$ cat src/design/adcstc_consts.svh
`ifndef ADCSTC_CONSTS_SVH
`define ADCSTC_CONSTS_SVH

// register byte offsets
// eight address bits: the scan register sits above 0x3F
`define ADCSTC_OFF_HIGH      8'h14
`define ADCSTC_OFF_LOW       8'h18
`define ADCSTC_OFF_TRIG      8'h1C
`define ADCSTC_OFF_SCAN      8'h58
`define ADCSTC_OFF_CTRL      8'h00
`define ADCSTC_OFF_STAT      8'h04
`define ADCSTC_OFF_IRQ_FLAG  8'h08
`define ADCSTC_OFF_IRQ_CLR   8'h0C
`define ADCSTC_OFF_IRQ_EN    8'h10
`define ADCSTC_OFF_RESULT    8'h20

// reset values
`define ADCSTC_RST_HIGH      32'h0000_0FFF
`define ADCSTC_RST_LOW       32'h0000_0000
`define ADCSTC_RST_TRIG      32'h0000_0000
`define ADCSTC_RST_SCAN      32'h0000_0000

// field layout
`define ADCSTC_SCAN_REPEAT   16
`define ADCSTC_SCAN_MASK     32'h0001_FFFF
`define ADCSTC_THR_MASK      32'h0000_0FFF
`define ADCSTC_TRIG_MASK     32'h01F8_FFEF
`define ADCSTC_CHAN_SUPPLY   13
`define ADCSTC_CHAN_TEMP     14
`define ADCSTC_CHAN_CORE     15

// interrupt status bits
`define ADCSTC_IRQ_CONV      0
`define ADCSTC_IRQ_SCAN_DONE 1
`define ADCSTC_IRQ_LOWER     2
`define ADCSTC_IRQ_UPPER     3
`define ADCSTC_IRQ_INTERVAL  4
`define ADCSTC_IRQ_W         5

`endif

$ cat src/design/adcstc_pkg.sv
package adcstc_pkg;
	// scan sequencer states, one-hot
	typedef enum logic [2:0] {
		ADCSTC_IDLE = 3'h1,
		ADCSTC_CONV = 3'h2,
		ADCSTC_NEXT = 3'h4
	} adcstc_state_t;
endpackage

$ cat src/design/adcstc_top.sv
// The address-and-strobe port was left to the implementer.
`timescale 1ns/1ps
`include "adcstc_consts.svh"
// Notes on behaviour
// - repeat clear: scan rounds until start cleared
// - repeat set: one pass, then stop
// - enable bit n includes input n
// - bits 13-15: supply third, temp, core
// - high limit 12 bits, resets all ones
// - low limit 12 bits, resets zero
// - bits 19-22, 24 gate GPIO A-D, F; the trigger mask also passes bit 23
// - bits 8-15 gate serial, SPI, I2C, DMA
// - bit 0 advanced, 1-3 general, 5-7 basic
// - interval flag: low <= result < high
// - upper [high,4096), lower [0,low)
module adcstc_top (
	input  wire logic        ref_clk,
	input  wire logic        resetn,
	input  wire logic        clk_en,
	input  wire logic [7:0]  reg_addr,
	input  wire logic [31:0] reg_wdata,
	input  wire logic        reg_write,
	input  wire logic        reg_read,
	output logic      [31:0] reg_rdata,
	input  wire logic [31:0] trigger_events,
	input  wire logic        conv_done,
	input  wire logic [11:0] conv_result,
	output logic             conv_start,
	output logic      [3:0]  conv_channel,
	output logic             scan_busy,
	output logic             irq
);
	// software registers
	logic [11:0] watchdog_high_limit, next_high;
	logic [11:0] watchdog_low_limit, next_low;
	logic [31:0] trigger_source_mask, next_trig;
	logic [16:0] scan_channel_config, next_scan;
	logic        start_ctrl, next_start;      // run control bit
	logic        trig_mode, next_trig_mode;   // 1: wait for trigger
	logic [`ADCSTC_IRQ_W-1:0] irq_flag, next_irq_flag;
	logic [`ADCSTC_IRQ_W-1:0] irq_en, next_irq_en;
	logic [11:0] last_result, next_result;    // most recent result
	logic [31:0] next_rdata;
	// sequencer state
	adcstc_pkg::adcstc_state_t state, next_state;
	logic [3:0]  chan, next_chan;             // channel in progress
	logic        next_conv_start;
	logic        next_irq;
	// synchronised trigger lines from other blocks' domain
	logic [31:0] trig_s1, trig_s2;
	// combinational helpers
	logic        trigger_hit;
	logic        win_in, win_up, win_lo;
	logic [3:0]  nxt_en_chan;
	logic        have_next;

	// first enabled channel at or after "from", wrapping is not done
	function automatic logic [4:0] adcstc_find(input logic [15:0] en,
		input logic [4:0] from);
		logic [4:0] r;
		r = 5'h10;
		for (int i = 15; i >= 0; i--) begin
			if (en[i] && (5'(i) >= from))
				r = 5'(i);
		end
		return r;
	endfunction

	// interrupt lines arrive from peripheral logic; two stages first
	always_ff @(posedge ref_clk or negedge resetn) begin
		if (!resetn) begin
			trig_s1 <= 32'h0000_0000;
			trig_s2 <= 32'h0000_0000;
		end else if (clk_en) begin
			trig_s1 <= trigger_events;
			trig_s2 <= trig_s1;
		end
	end

	adcstc_trigger u_trig (
		.trigger_events      (trig_s2),
		.trigger_source_mask (trigger_source_mask),
		.trigger_hit         (trigger_hit)
	);

	// window compare on each new result
	adcstc_window u_win (
		.result                 (conv_result),
		.watchdog_high_limit    (watchdog_high_limit),
		.watchdog_low_limit     (watchdog_low_limit),
		.watchdog_interval_flag (win_in),
		.watchdog_upper_flag    (win_up),
		.watchdog_lower_flag    (win_lo)
	);

	// next enabled channel after the current one
	always_comb begin
		logic [4:0] f;
		f = 5'h10;
		f = adcstc_find(scan_channel_config[15:0], {1'b0, chan} + 5'h01);
		have_next   = ~f[4];
		nxt_en_chan = f[3:0];
	end

	// register writes, sequencer and flags
	always_comb begin
		logic [4:0] first;
		logic [`ADCSTC_IRQ_W-1:0] ev;
		first           = adcstc_find(scan_channel_config[15:0], 5'h00);
		ev              = '0;
		next_high       = watchdog_high_limit;
		next_low        = watchdog_low_limit;
		next_trig       = trigger_source_mask;
		next_scan       = scan_channel_config;
		next_start      = start_ctrl;
		next_trig_mode  = trig_mode;
		next_irq_en     = irq_en;
		next_result     = last_result;
		next_state      = state;
		next_chan       = chan;
		next_conv_start = 1'b0;
		// writes; reserved bits are stored as zero
		if (reg_write) begin
			case (reg_addr)
				`ADCSTC_OFF_HIGH: next_high = reg_wdata[11:0];
				`ADCSTC_OFF_LOW:  next_low = reg_wdata[11:0];
				`ADCSTC_OFF_TRIG: next_trig = reg_wdata & `ADCSTC_TRIG_MASK;
				`ADCSTC_OFF_SCAN: next_scan = reg_wdata[16:0];
				`ADCSTC_OFF_CTRL: begin
					next_start     = reg_wdata[0];
					next_trig_mode = reg_wdata[1];
				end
				`ADCSTC_OFF_IRQ_EN: next_irq_en = reg_wdata[`ADCSTC_IRQ_W-1:0];
				default: ;
			endcase
		end
		// sequencer
		case (state)
			adcstc_pkg::ADCSTC_IDLE: begin
				// no channel enabled means nothing to scan
				if (start_ctrl && !first[4] && (!trig_mode || trigger_hit)) begin
					next_chan       = first[3:0];
					next_conv_start = 1'b1;
					next_state      = adcstc_pkg::ADCSTC_CONV;
				end
			end
			adcstc_pkg::ADCSTC_CONV: begin
				if (conv_done) begin
					next_result = conv_result;
					ev[`ADCSTC_IRQ_CONV]     = 1'b1;
					ev[`ADCSTC_IRQ_LOWER]    = win_lo;
					ev[`ADCSTC_IRQ_UPPER]    = win_up;
					ev[`ADCSTC_IRQ_INTERVAL] = win_in;
					next_state = adcstc_pkg::ADCSTC_NEXT;
				end
			end
			adcstc_pkg::ADCSTC_NEXT: begin
				if (!start_ctrl) begin
					// software stop ends the scan
					next_state = adcstc_pkg::ADCSTC_IDLE;
				end else if (have_next) begin
					next_chan       = nxt_en_chan;
					next_conv_start = 1'b1;
					next_state      = adcstc_pkg::ADCSTC_CONV;
				end else begin
					ev[`ADCSTC_IRQ_SCAN_DONE] = 1'b1;
					next_state = adcstc_pkg::ADCSTC_IDLE;
					if (scan_channel_config[`ADCSTC_SCAN_REPEAT]) begin
						next_start = 1'b0;
					end else if (!first[4]) begin
						next_chan       = first[3:0];
						next_conv_start = 1'b1;
						next_state      = adcstc_pkg::ADCSTC_CONV;
					end
				end
			end
			default: next_state = adcstc_pkg::ADCSTC_IDLE;
		endcase
		// sticky flags; a new event wins over a clear in the same cycle
		next_irq_flag = irq_flag;
		if (reg_write && reg_addr == `ADCSTC_OFF_IRQ_CLR)
			next_irq_flag = irq_flag & ~reg_wdata[`ADCSTC_IRQ_W-1:0];
		next_irq_flag = next_irq_flag | ev;
		next_irq      = |(next_irq_flag & next_irq_en);
	end

	// read mux, data stands the cycle after the strobe only
	always_comb begin
		next_rdata = 32'h0000_0000;
		if (reg_read) begin
			case (reg_addr)
				`ADCSTC_OFF_HIGH:     next_rdata = {20'h0, watchdog_high_limit};
				`ADCSTC_OFF_LOW:      next_rdata = {20'h0, watchdog_low_limit};
				`ADCSTC_OFF_TRIG:     next_rdata = trigger_source_mask;
				`ADCSTC_OFF_SCAN:     next_rdata = {15'h0, scan_channel_config};
				`ADCSTC_OFF_CTRL:     next_rdata = {30'h0, trig_mode, start_ctrl};
				`ADCSTC_OFF_STAT:     next_rdata = {24'h0, 3'h0, chan,
					scan_busy};
				`ADCSTC_OFF_IRQ_FLAG: next_rdata = {27'h0, irq_flag};
				`ADCSTC_OFF_IRQ_EN:   next_rdata = {27'h0, irq_en};
				`ADCSTC_OFF_RESULT:   next_rdata = {20'h0, last_result};
				default:              next_rdata = 32'h0000_0000;
			endcase
		end
	end

	// all state registers, frozen while clk_en is low
	always_ff @(posedge ref_clk or negedge resetn) begin
		if (!resetn) begin
			watchdog_high_limit <= 12'hFFF;
			watchdog_low_limit  <= 12'h000;
			trigger_source_mask <= `ADCSTC_RST_TRIG;
			scan_channel_config <= 17'h0_0000;
			start_ctrl          <= 1'b0;
			trig_mode           <= 1'b0;
			irq_flag            <= '0;
			irq_en              <= '0;
			last_result         <= 12'h000;
			state               <= adcstc_pkg::ADCSTC_IDLE;
			chan                <= 4'h0;
			conv_start          <= 1'b0;
			conv_channel        <= 4'h0;
			scan_busy           <= 1'b0;
			irq                 <= 1'b0;
			reg_rdata           <= 32'h0000_0000;
		end else if (clk_en) begin
			watchdog_high_limit <= next_high;
			watchdog_low_limit  <= next_low;
			trigger_source_mask <= next_trig;
			scan_channel_config <= next_scan;
			start_ctrl          <= next_start;
			trig_mode           <= next_trig_mode;
			irq_flag            <= next_irq_flag;
			irq_en              <= next_irq_en;
			last_result         <= next_result;
			state               <= next_state;
			chan                <= next_chan;
			// channel number is the enable bit index
			conv_start          <= next_conv_start;
			conv_channel        <= next_chan;
			scan_busy           <= (next_state != adcstc_pkg::ADCSTC_IDLE);
			irq                 <= next_irq;
			reg_rdata           <= next_rdata;
		end
	end
endmodule

$ cat src/design/adcstc_trigger.sv
`timescale 1ns/1ps
`include "adcstc_consts.svh"
// gates peripheral interrupt lines by the trigger mask and merges them
module adcstc_trigger (
	input  wire logic [31:0] trigger_events,
	input  wire logic [31:0] trigger_source_mask,
	output logic             trigger_hit
);
	logic [31:0] gated; // per-source enabled events
	// positions that carry a real source
	localparam logic [31:0] TRIG_DEFINED = `ADCSTC_TRIG_MASK;

	// reserved positions are masked off even if software sets them
	genvar g;
	generate
		for (g = 0; g < 32; g = g + 1) begin : gen_gate
			assign gated[g] = trigger_events[g] & trigger_source_mask[g]
				& TRIG_DEFINED[g];
		end
	endgenerate

	assign trigger_hit = |gated;
endmodule

$ cat src/design/adcstc_window.sv
`timescale 1ns/1ps
// watchdog comparison of a 12-bit result against both limits
module adcstc_window (
	input  wire logic [11:0] result,
	input  wire logic [11:0] watchdog_high_limit,
	input  wire logic [11:0] watchdog_low_limit,
	output logic             watchdog_interval_flag,
	output logic             watchdog_upper_flag,
	output logic             watchdog_lower_flag
);
	// half-open intervals; with low above high the interval is empty
	always_comb begin
		watchdog_upper_flag    = (result >= watchdog_high_limit);
		watchdog_lower_flag    = (result < watchdog_low_limit);
		watchdog_interval_flag = (result >= watchdog_low_limit) &&
			(result < watchdog_high_limit);
	end
endmodule

$ cat config.mk
export PLATFORM = sky130hd
export DESIGN_NAME = adcstc_top
export DESIGN_NICKNAME = d
export VERILOG_FILES = /design/src/design/adcstc_pkg.sv /design/src/design/adcstc_top.sv /design/src/design/adcstc_trigger.sv /design/src/design/adcstc_window.sv
export VERILOG_INCLUDE_DIRS = /design/src /design/src/design
export SDC_FILE = /design/constraint.sdc
export NUM_CORES = 1
export LEC_CHECK = 0
export BUFFER_PORTS_ARGS = -buffer_cell sky130_fd_sc_hd__buf_2
export CAP_MARGIN = 30
export CELL_PAD_IN_SITES_DETAIL_PLACEMENT = 0
export CELL_PAD_IN_SITES_GLOBAL_PLACEMENT = 2
export CORE_MARGIN = 5
export CORE_UTILIZATION = 39
export CTS_CLUSTER_DIAMETER = 100
export DETAILED_ROUTE_END_ITERATION = 10
export PLACE_DENSITY_LB_ADDON = 0.1
export SLEW_MARGIN = 40
export SYNTH_ARGS = -nofsm -noshare
export SYNTH_HDL_FRONTEND = slang
export SYNTH_HIERARCHICAL = 1
export SYNTH_SLANG_ARGS = --single-unit
$ cat constraint.sdc
create_clock -name ref_clk -period 3.5 [get_ports ref_clk]
set_clock_uncertainty 0.2 [all_clocks]
set_input_delay 0.175 -clock ref_clk [delete_from_list [all_inputs] [get_ports ref_clk]]
set_output_delay 0.175 -clock ref_clk [all_outputs]
set_load 0.01 [all_outputs]
==> run_results.csv, run 1 <==
group,metric,value,unit
routing,drc,0,
power_and_ir_drop,p_clk_share,44.2,%
placement,pre_cts_ws,288,ps
sta,setup_ws,275,ps
worst_setup_path,crit_required,3620,ps
sta,setup_violations,0,
routing,routedWlPerCell,21.4,um
worst_setup_path,crit_arrival,3340,ps
global_route,grt_pass1_wl,41600,um
clock_tree,path_clk_slew,70,ps
power_and_ir_drop,netSwitchingFraction,28.7,%
power_and_ir_drop,vdd.ir_drop.worst,0.272,mV
power_and_ir_drop,pwr-share-seq,45.7,%
floorplan,io_pins,129,
sta,slew_headroom,42.7,%
floorplan,row_count,54,
power_and_ir_drop,p_per_area,409,nW/um^2
worst_setup_path,critPathLaunchType,"register",
sta,min_period_over_period,92.2,%
routing,vias,6925,
worst_setup_path,cp-startpoint,"chan[0]$_DFFE_PN0P_",
yosys,syn_inst,762,
worst_hold_path,hp-class,"primary input to register",
yosys,syn_area,8680,um^2
floorplan,initial_utilization,39.6,%
global_route,grt-ovfl-total,0,
clock_tree,root_buffer,"clkbuf_16",
worst_setup_path,path_max_fanout,7,
sta,finalHoldViolCount,0,
power_and_ir_drop,combPwrFrac,10.1,%
worst_setup_path,end_kind,"register",
placement,hpwlAfterDp,19500,um
layout,utilization,49.4,%
placement,place_congestion,0.858,
clock_tree,htree_levels,4,
floorplan,die_w,159,um
status,outcome,"complete, no violations",
clock_tree,cts.path.max_buffers,2,
routing,post_drt_via_cell_ratio,5.63,
global_route,grt.total_usage,20.7,%
layout,fin_nets,1054,
flow_run,cap_violations,0,
layout,drive_gt1_share,35.2,%
clock_tree,cts_sinks,161,
sta,finalSetupTns,0,ps
floorplan,die_area,25300,um^2
global_route,antenna_found_initial,0,
sta,min_period,3230,ps
routing,drt_first_pass_iters,7,
sta,rsz0062_at_grt,"no",
layout,area_growth,24.6,%
routing,drt_iter0_drc,459,
sta,max_slew.worst_pin.slew,855,ps
floorplan,core,21900,um^2
clock_tree,worstSkewPairLatency,440,ps
power_and_ir_drop,p_switching,1270,uW
worst_hold_path,hold_path_startpoint,"clk_en",
sta,final_max_slew_viol_count,0,
clock_tree,cts_tree,"yes",
worst_setup_path,path_class,"register to register",
routing,wl,26300,um
placement,numPortBuffers,99,
global_route,grt_max_degree,99,
floorplan,die_h,159,um
layout,diodes,0,
routing,drtAntennaViolNets,0,
clock_tree,ctsResizeCount,0,
sta,fmax,310,MHz
worst_setup_path,reg2reg_from,"chan[0]$_DFFE_PN0P_",
layout,fill_cells,2030,
global_route,grt_pass1_vias,7136,
power_and_ir_drop,p_int,3150,uW
yosys,yosysWarnings,6,
yosys,avgSynthCellArea,11.4,um^2
clock_tree,numCtsBuffers,17,
power_and_ir_drop,p_leak,0.00501,uW
==> layer usage <==
layer | routed length, um | share of wire [%] | GRT usage (%) | vias up
met4 | 362 | 1.4 | 4.65 | 0
li1 | - | - | - | 3215
met1 | 11900 | 45 | 28.3 | 3473
met5 | 0 | 0 | 0 | -
met2 | 12600 | 48 | 34.2 | 210
met3 | 1380 | 5.2 | 3.83 | 27
==> power groups by stage <==
stage | Clock (uW) | Sequential, uW | Combinational, uW
after floorplan | 0 | 2030 | 241
after global placement | 0 | 2050 | 391
after detailed placement | 0 | 2060 | 399
after CTS | 2000 | 2020 | 453
after global routing | 2070 | 2030 | 499
final | 1950 | 2020 | 448
==> cell type report <==
type | count | area, um^2 | share of cell area, %
Multi-Input combinational cell | 525 | 4280 | 39.5
Sequential cell | 161 | 4050 | 37.4
Timing Repair Buffer | 193 | 1370 | 12.7
Clock buffer | 17 | 425 | 3.94
Tap cell | 280 | 350 | 3.24
Clock inverter | 15 | 204 | 1.89
Inverter | 38 | 143 | 1.32
==> cells in the final DEF, fill, tap and decap left out, types with 4 or more instances in the layout <==
master and instances:
dfrtp_1 148, mux2_2 123, buf_2 98, dlygate4sd3_1 59, nand2_1 40, a21oi_1 39
inv_1 36, buf_4 34, a22oi_1 33, ha_1 28, nor2_1 25, nand3_1 19
a21o_1 17, clkbuf_16 17, a222oi_1 13, dfstp_2 13, o21ai_0 12, nor3_1 12
nand2b_1 9, a22o_1 9, conb_1 9, nand4_1 8, o2bb2ai_1 8, clkinv_8 7
o21ai_1 6, o22ai_1 6, a31oi_1 6, nand3b_1 4, and2_1 4, or3_1 4
o31ai_1 4, mux2i_1 4, a221oi_1 4
==> through the flow <==
step	cells	instance area [um^2]	hold slack [ps]	total power, uW
finish	1229	10800	10.7	4420
global route	1229	10800	25.4	4600
CTS	1229	10800	15.3	4470
detailed placement	1138	9590	6.21	2460
global placement	1138	9580	-4.15	2440
floorplan	770	8710	-321	2270
==> worst max-delay path, cell delays in order (launching register included) <==
cell	delay (ps)
dfrtp_1	460
inv_1	90
ha_1	340
buf_4	180
a21oi_1	170
o32a_1	170
o221ai_1	150
a22oi_2	320
nand4_4	180
o31ai_2	500
a21oi_1	130
a22o_1	230
==> state kept, by name (all words and copies together) (netlist names), 3 cells and up <==
| signal | cells |
|---|---|
| state | 3 |
| irq_flag | 5 |
| last_result | 12 |
| trig_s1 | 21 |
| scan_channel_config | 17 |
| watchdog_low_limit | 12 |
| trig_s2 | 21 |
| trigger_source_mask | 21 |
| irq_en | 5 |
| watchdog_high_limit | 12 |
| chan | 4 |
| reg_rdata | 23 |
==> final timing paths <==
path                       slack [ps]  depth (start not counted)                            endpoint
max                               270                         11                 chan[0]$_DFFE_PN0P_
min                                10                          3            reg_rdata[0]$_DFFE_PN0P_
max reg2reg                       270                         11                 chan[0]$_DFFE_PN0P_
min reg2reg                       280                          1            reg_rdata[4]$_DFFE_PN0P_
max in group asynchronous        2060                          3  watchdog_high_limit[3]$_DFFE_PN1P_
min in group asynchronous         100                          2                 chan[0]$_DFFE_PN0P_
==> timing repair <==
item | 4_1_cts | 5_1_grt
hold buffers | 59 | 0
setup endpoints to repair | 0 | 0
hold endpoints to repair | 175 | 0
setup buffers | 0 | 0
Power figures use the tool's default switching activity.
==> run 2: changes to the inputs <==
--- a/config.mk
+++ b/config.mk
@@ -10,12 +10,13 @@
 export CAP_MARGIN = 30
 export CELL_PAD_IN_SITES_DETAIL_PLACEMENT = 0
 export CELL_PAD_IN_SITES_GLOBAL_PLACEMENT = 2
-export CORE_MARGIN = 5
+export CORE_MARGIN = 1.5
 export CORE_UTILIZATION = 39
 export CTS_CLUSTER_DIAMETER = 100
 export DETAILED_ROUTE_END_ITERATION = 10
 export PLACE_DENSITY_LB_ADDON = 0.1
-export SLEW_MARGIN = 40
+export RECOVER_POWER = 100
+export SLEW_MARGIN = 20
 export SYNTH_ARGS = -nofsm -noshare
 export SYNTH_HDL_FRONTEND = slang
 export SYNTH_HIERARCHICAL = 1
==> run_results.csv, run 2 (same netlist as run 1, synthesis figures left out) <==
group,metric,value,unit
status,outcome,"finished, violations left",
status,violations,"max-capacitance violations, max-slew violations",
floorplan,die_area,23100,um^2
placement,placed_cells,1135,
layout,drive_gt1_share,30.1,%
floorplan,die_h,152,um
floorplan,io_pins,129,
clock_tree,root_buffer,"clkbuf_16",
sta,rsz0062_at_grt,"no",
layout,top_register,"reg_rdata",
placement,numPortBuffers,99,
flow_run,cap_violations,3,
layout,diodes,0,
worst_setup_path,critPathLaunchType,"register",
sta,slew_headroom,-59.8,%
clock_tree,numCtsBuffers,17,
worst_hold_path,hp-class,"primary input to register",
global_route,grt_max_degree,89,
layout,regArea,4050,um^2
sta,setup_ws,153,ps
routing,drtAntennaViolNets,0,
routing,drt_first_pass_iters,7,
routing,drt_iter0_drc,484,
clock_tree,cts_sinks,161,
sta,min_period,3350,ps
worst_setup_path,end_kind,"register",
routing,routedWlPerCell,21.5,um
global_route,met1_usage,31.3,%
sta,final_max_slew_viol_count,141,
layout,layout_commonest_cell,"dfrtp_1",
clock_tree,htree_levels,4,
global_route,grt_pass1_vias,7046,
placement,place_congestion,0.838,
global_route,top_usage_layer,"met2",
global_route,antenna_found_initial,0,
sta,finalHoldViolCount,0,
clock_tree,path_clk_slew,70,ps
clock_tree,worstSkewPairLatency,430,ps
global_route,grt_pass1_wl,41100,um
worst_setup_path,path_class,"register to register",
layout,fin_nets,1050,
global_route,grt-ovfl-total,0,
clock_tree,cts_tree,"yes",
placement,pre_cts_ws,193,ps
sta,fmax,299,MHz
worst_setup_path,crit_required,3610,ps
placement,hpwlAfterDp,19100,um
power_and_ir_drop,p_leak,0.00480,uW
sta,setup_violations,0,
layout,fill_cells,2057,
routing,post_drt_via_cell_ratio,5.68,
layout,utilization,48.6,%
power_and_ir_drop,vdd.ir_drop.worst,0.348,mV
sta,max_slew.worst_pin.slew,2400,ps
floorplan,die_w,152,um
layout,largest_reg_flops,23,
layout,area_growth,22.3,%
clock_tree,cts.path.max_buffers,2,
routing,drc,0,
sta,finalSetupTns,0,ps
routing,vias,6954,
power_and_ir_drop,p_per_area,407,nW/um^2
global_route,grt_util_met2,38.7,%
global_route,grt.total_usage,23.0,%
floorplan,core,21800,um^2
global_route,grtUsageMet3,3.24,%
routing,wl,26300,um
layout,fin_cells,1225,
worst_setup_path,crit_arrival,3460,ps
sta,min_period_over_period,95.6,%
worst_setup_path,path_max_fanout,8,
layout,multi_input_area,4220,um^2
floorplan,initial_utilization,39.8,%
floorplan,row_count,54,
layout,layout_common_cells,"dfrtp_1, mux2_2, buf_2",
run 2: final timing paths:
path                                          start                  endpoint  slack (ps)  cells past startpoint
min                                          clk_en   irq_flag[2]$_DFFE_PN0P_          40                      4
max                             chan[1]$_DFFE_PN0P_       chan[0]$_DFFE_PN0P_         150                     10
max reg2reg                     chan[1]$_DFFE_PN0P_       chan[0]$_DFFE_PN0P_         150                     10
max in group asynchronous                    resetn    trig_s1[5]$_DFFE_PN0P_         710                      3
min in group asynchronous                    resetn       chan[0]$_DFFE_PN0P_         740                      2
min reg2reg                reg_rdata[7]$_DFFE_PN0P_  reg_rdata[7]$_DFFE_PN0P_         290                      1
run 2: worst max-delay path, stage by stage, from the launching register on:
cell      delay (ps)
dfrtp_1          500
ha_1             430
and2_1           280
a221oi_2         290
o221ai_2         180
a22oi_2          260
nand4_4          190
o41ai_4          420
buf_4            220
a21oi_1           50
a22o_1           220
run 2: final cells by class:
cell class              count  share of cell area, %
repair buffers            189                   11.9
inverters                  38                   1.34
clock buffers              17                   4.01
well taps                 280                   3.30
flip-flops and latches    161                   38.1
clock inverters            15                   1.59
multi-input cells         525                   39.8
run 2: through the flow:
stage | area [um^2] | total power [uW] | hold WS [ps]
4_1_cts | 10700 | 4360 | 47.5
3_3_place_gp | 9560 | 2440 | 110
5_1_grt | 10600 | 4500 | 42.0
6_report | 10600 | 4320 | 41.7
3_5_place_dp | 9560 | 2460 | 125
2_1_floorplan | 8710 | 2270 | -321
run 2: routing by layer:
layer | vias up | part of all wire [%]
li1 | 3200 | -
met1 | 3541 | 46
met2 | 194 | 49
met3 | 19 | 3.6
met4 | 0 | 1.3
met5 | - | 0
run 2: repair_timing:
action / CTS / global route
buffers inserted: 0 / 0
setup endpoints to repair: 0 / 1
gates resized for setup: 0 / 1
hold buffers: 58 / 0
hold endpoints to repair: 185 / 0
run 2: power breakdown:
group / switching, uW / internal [uW] / leakage [uW]
registers: 67.8 / 1950 / 0.00208
logic: 230 / 215 / 0.00244
clock network: 894 / 958 / 0.000277
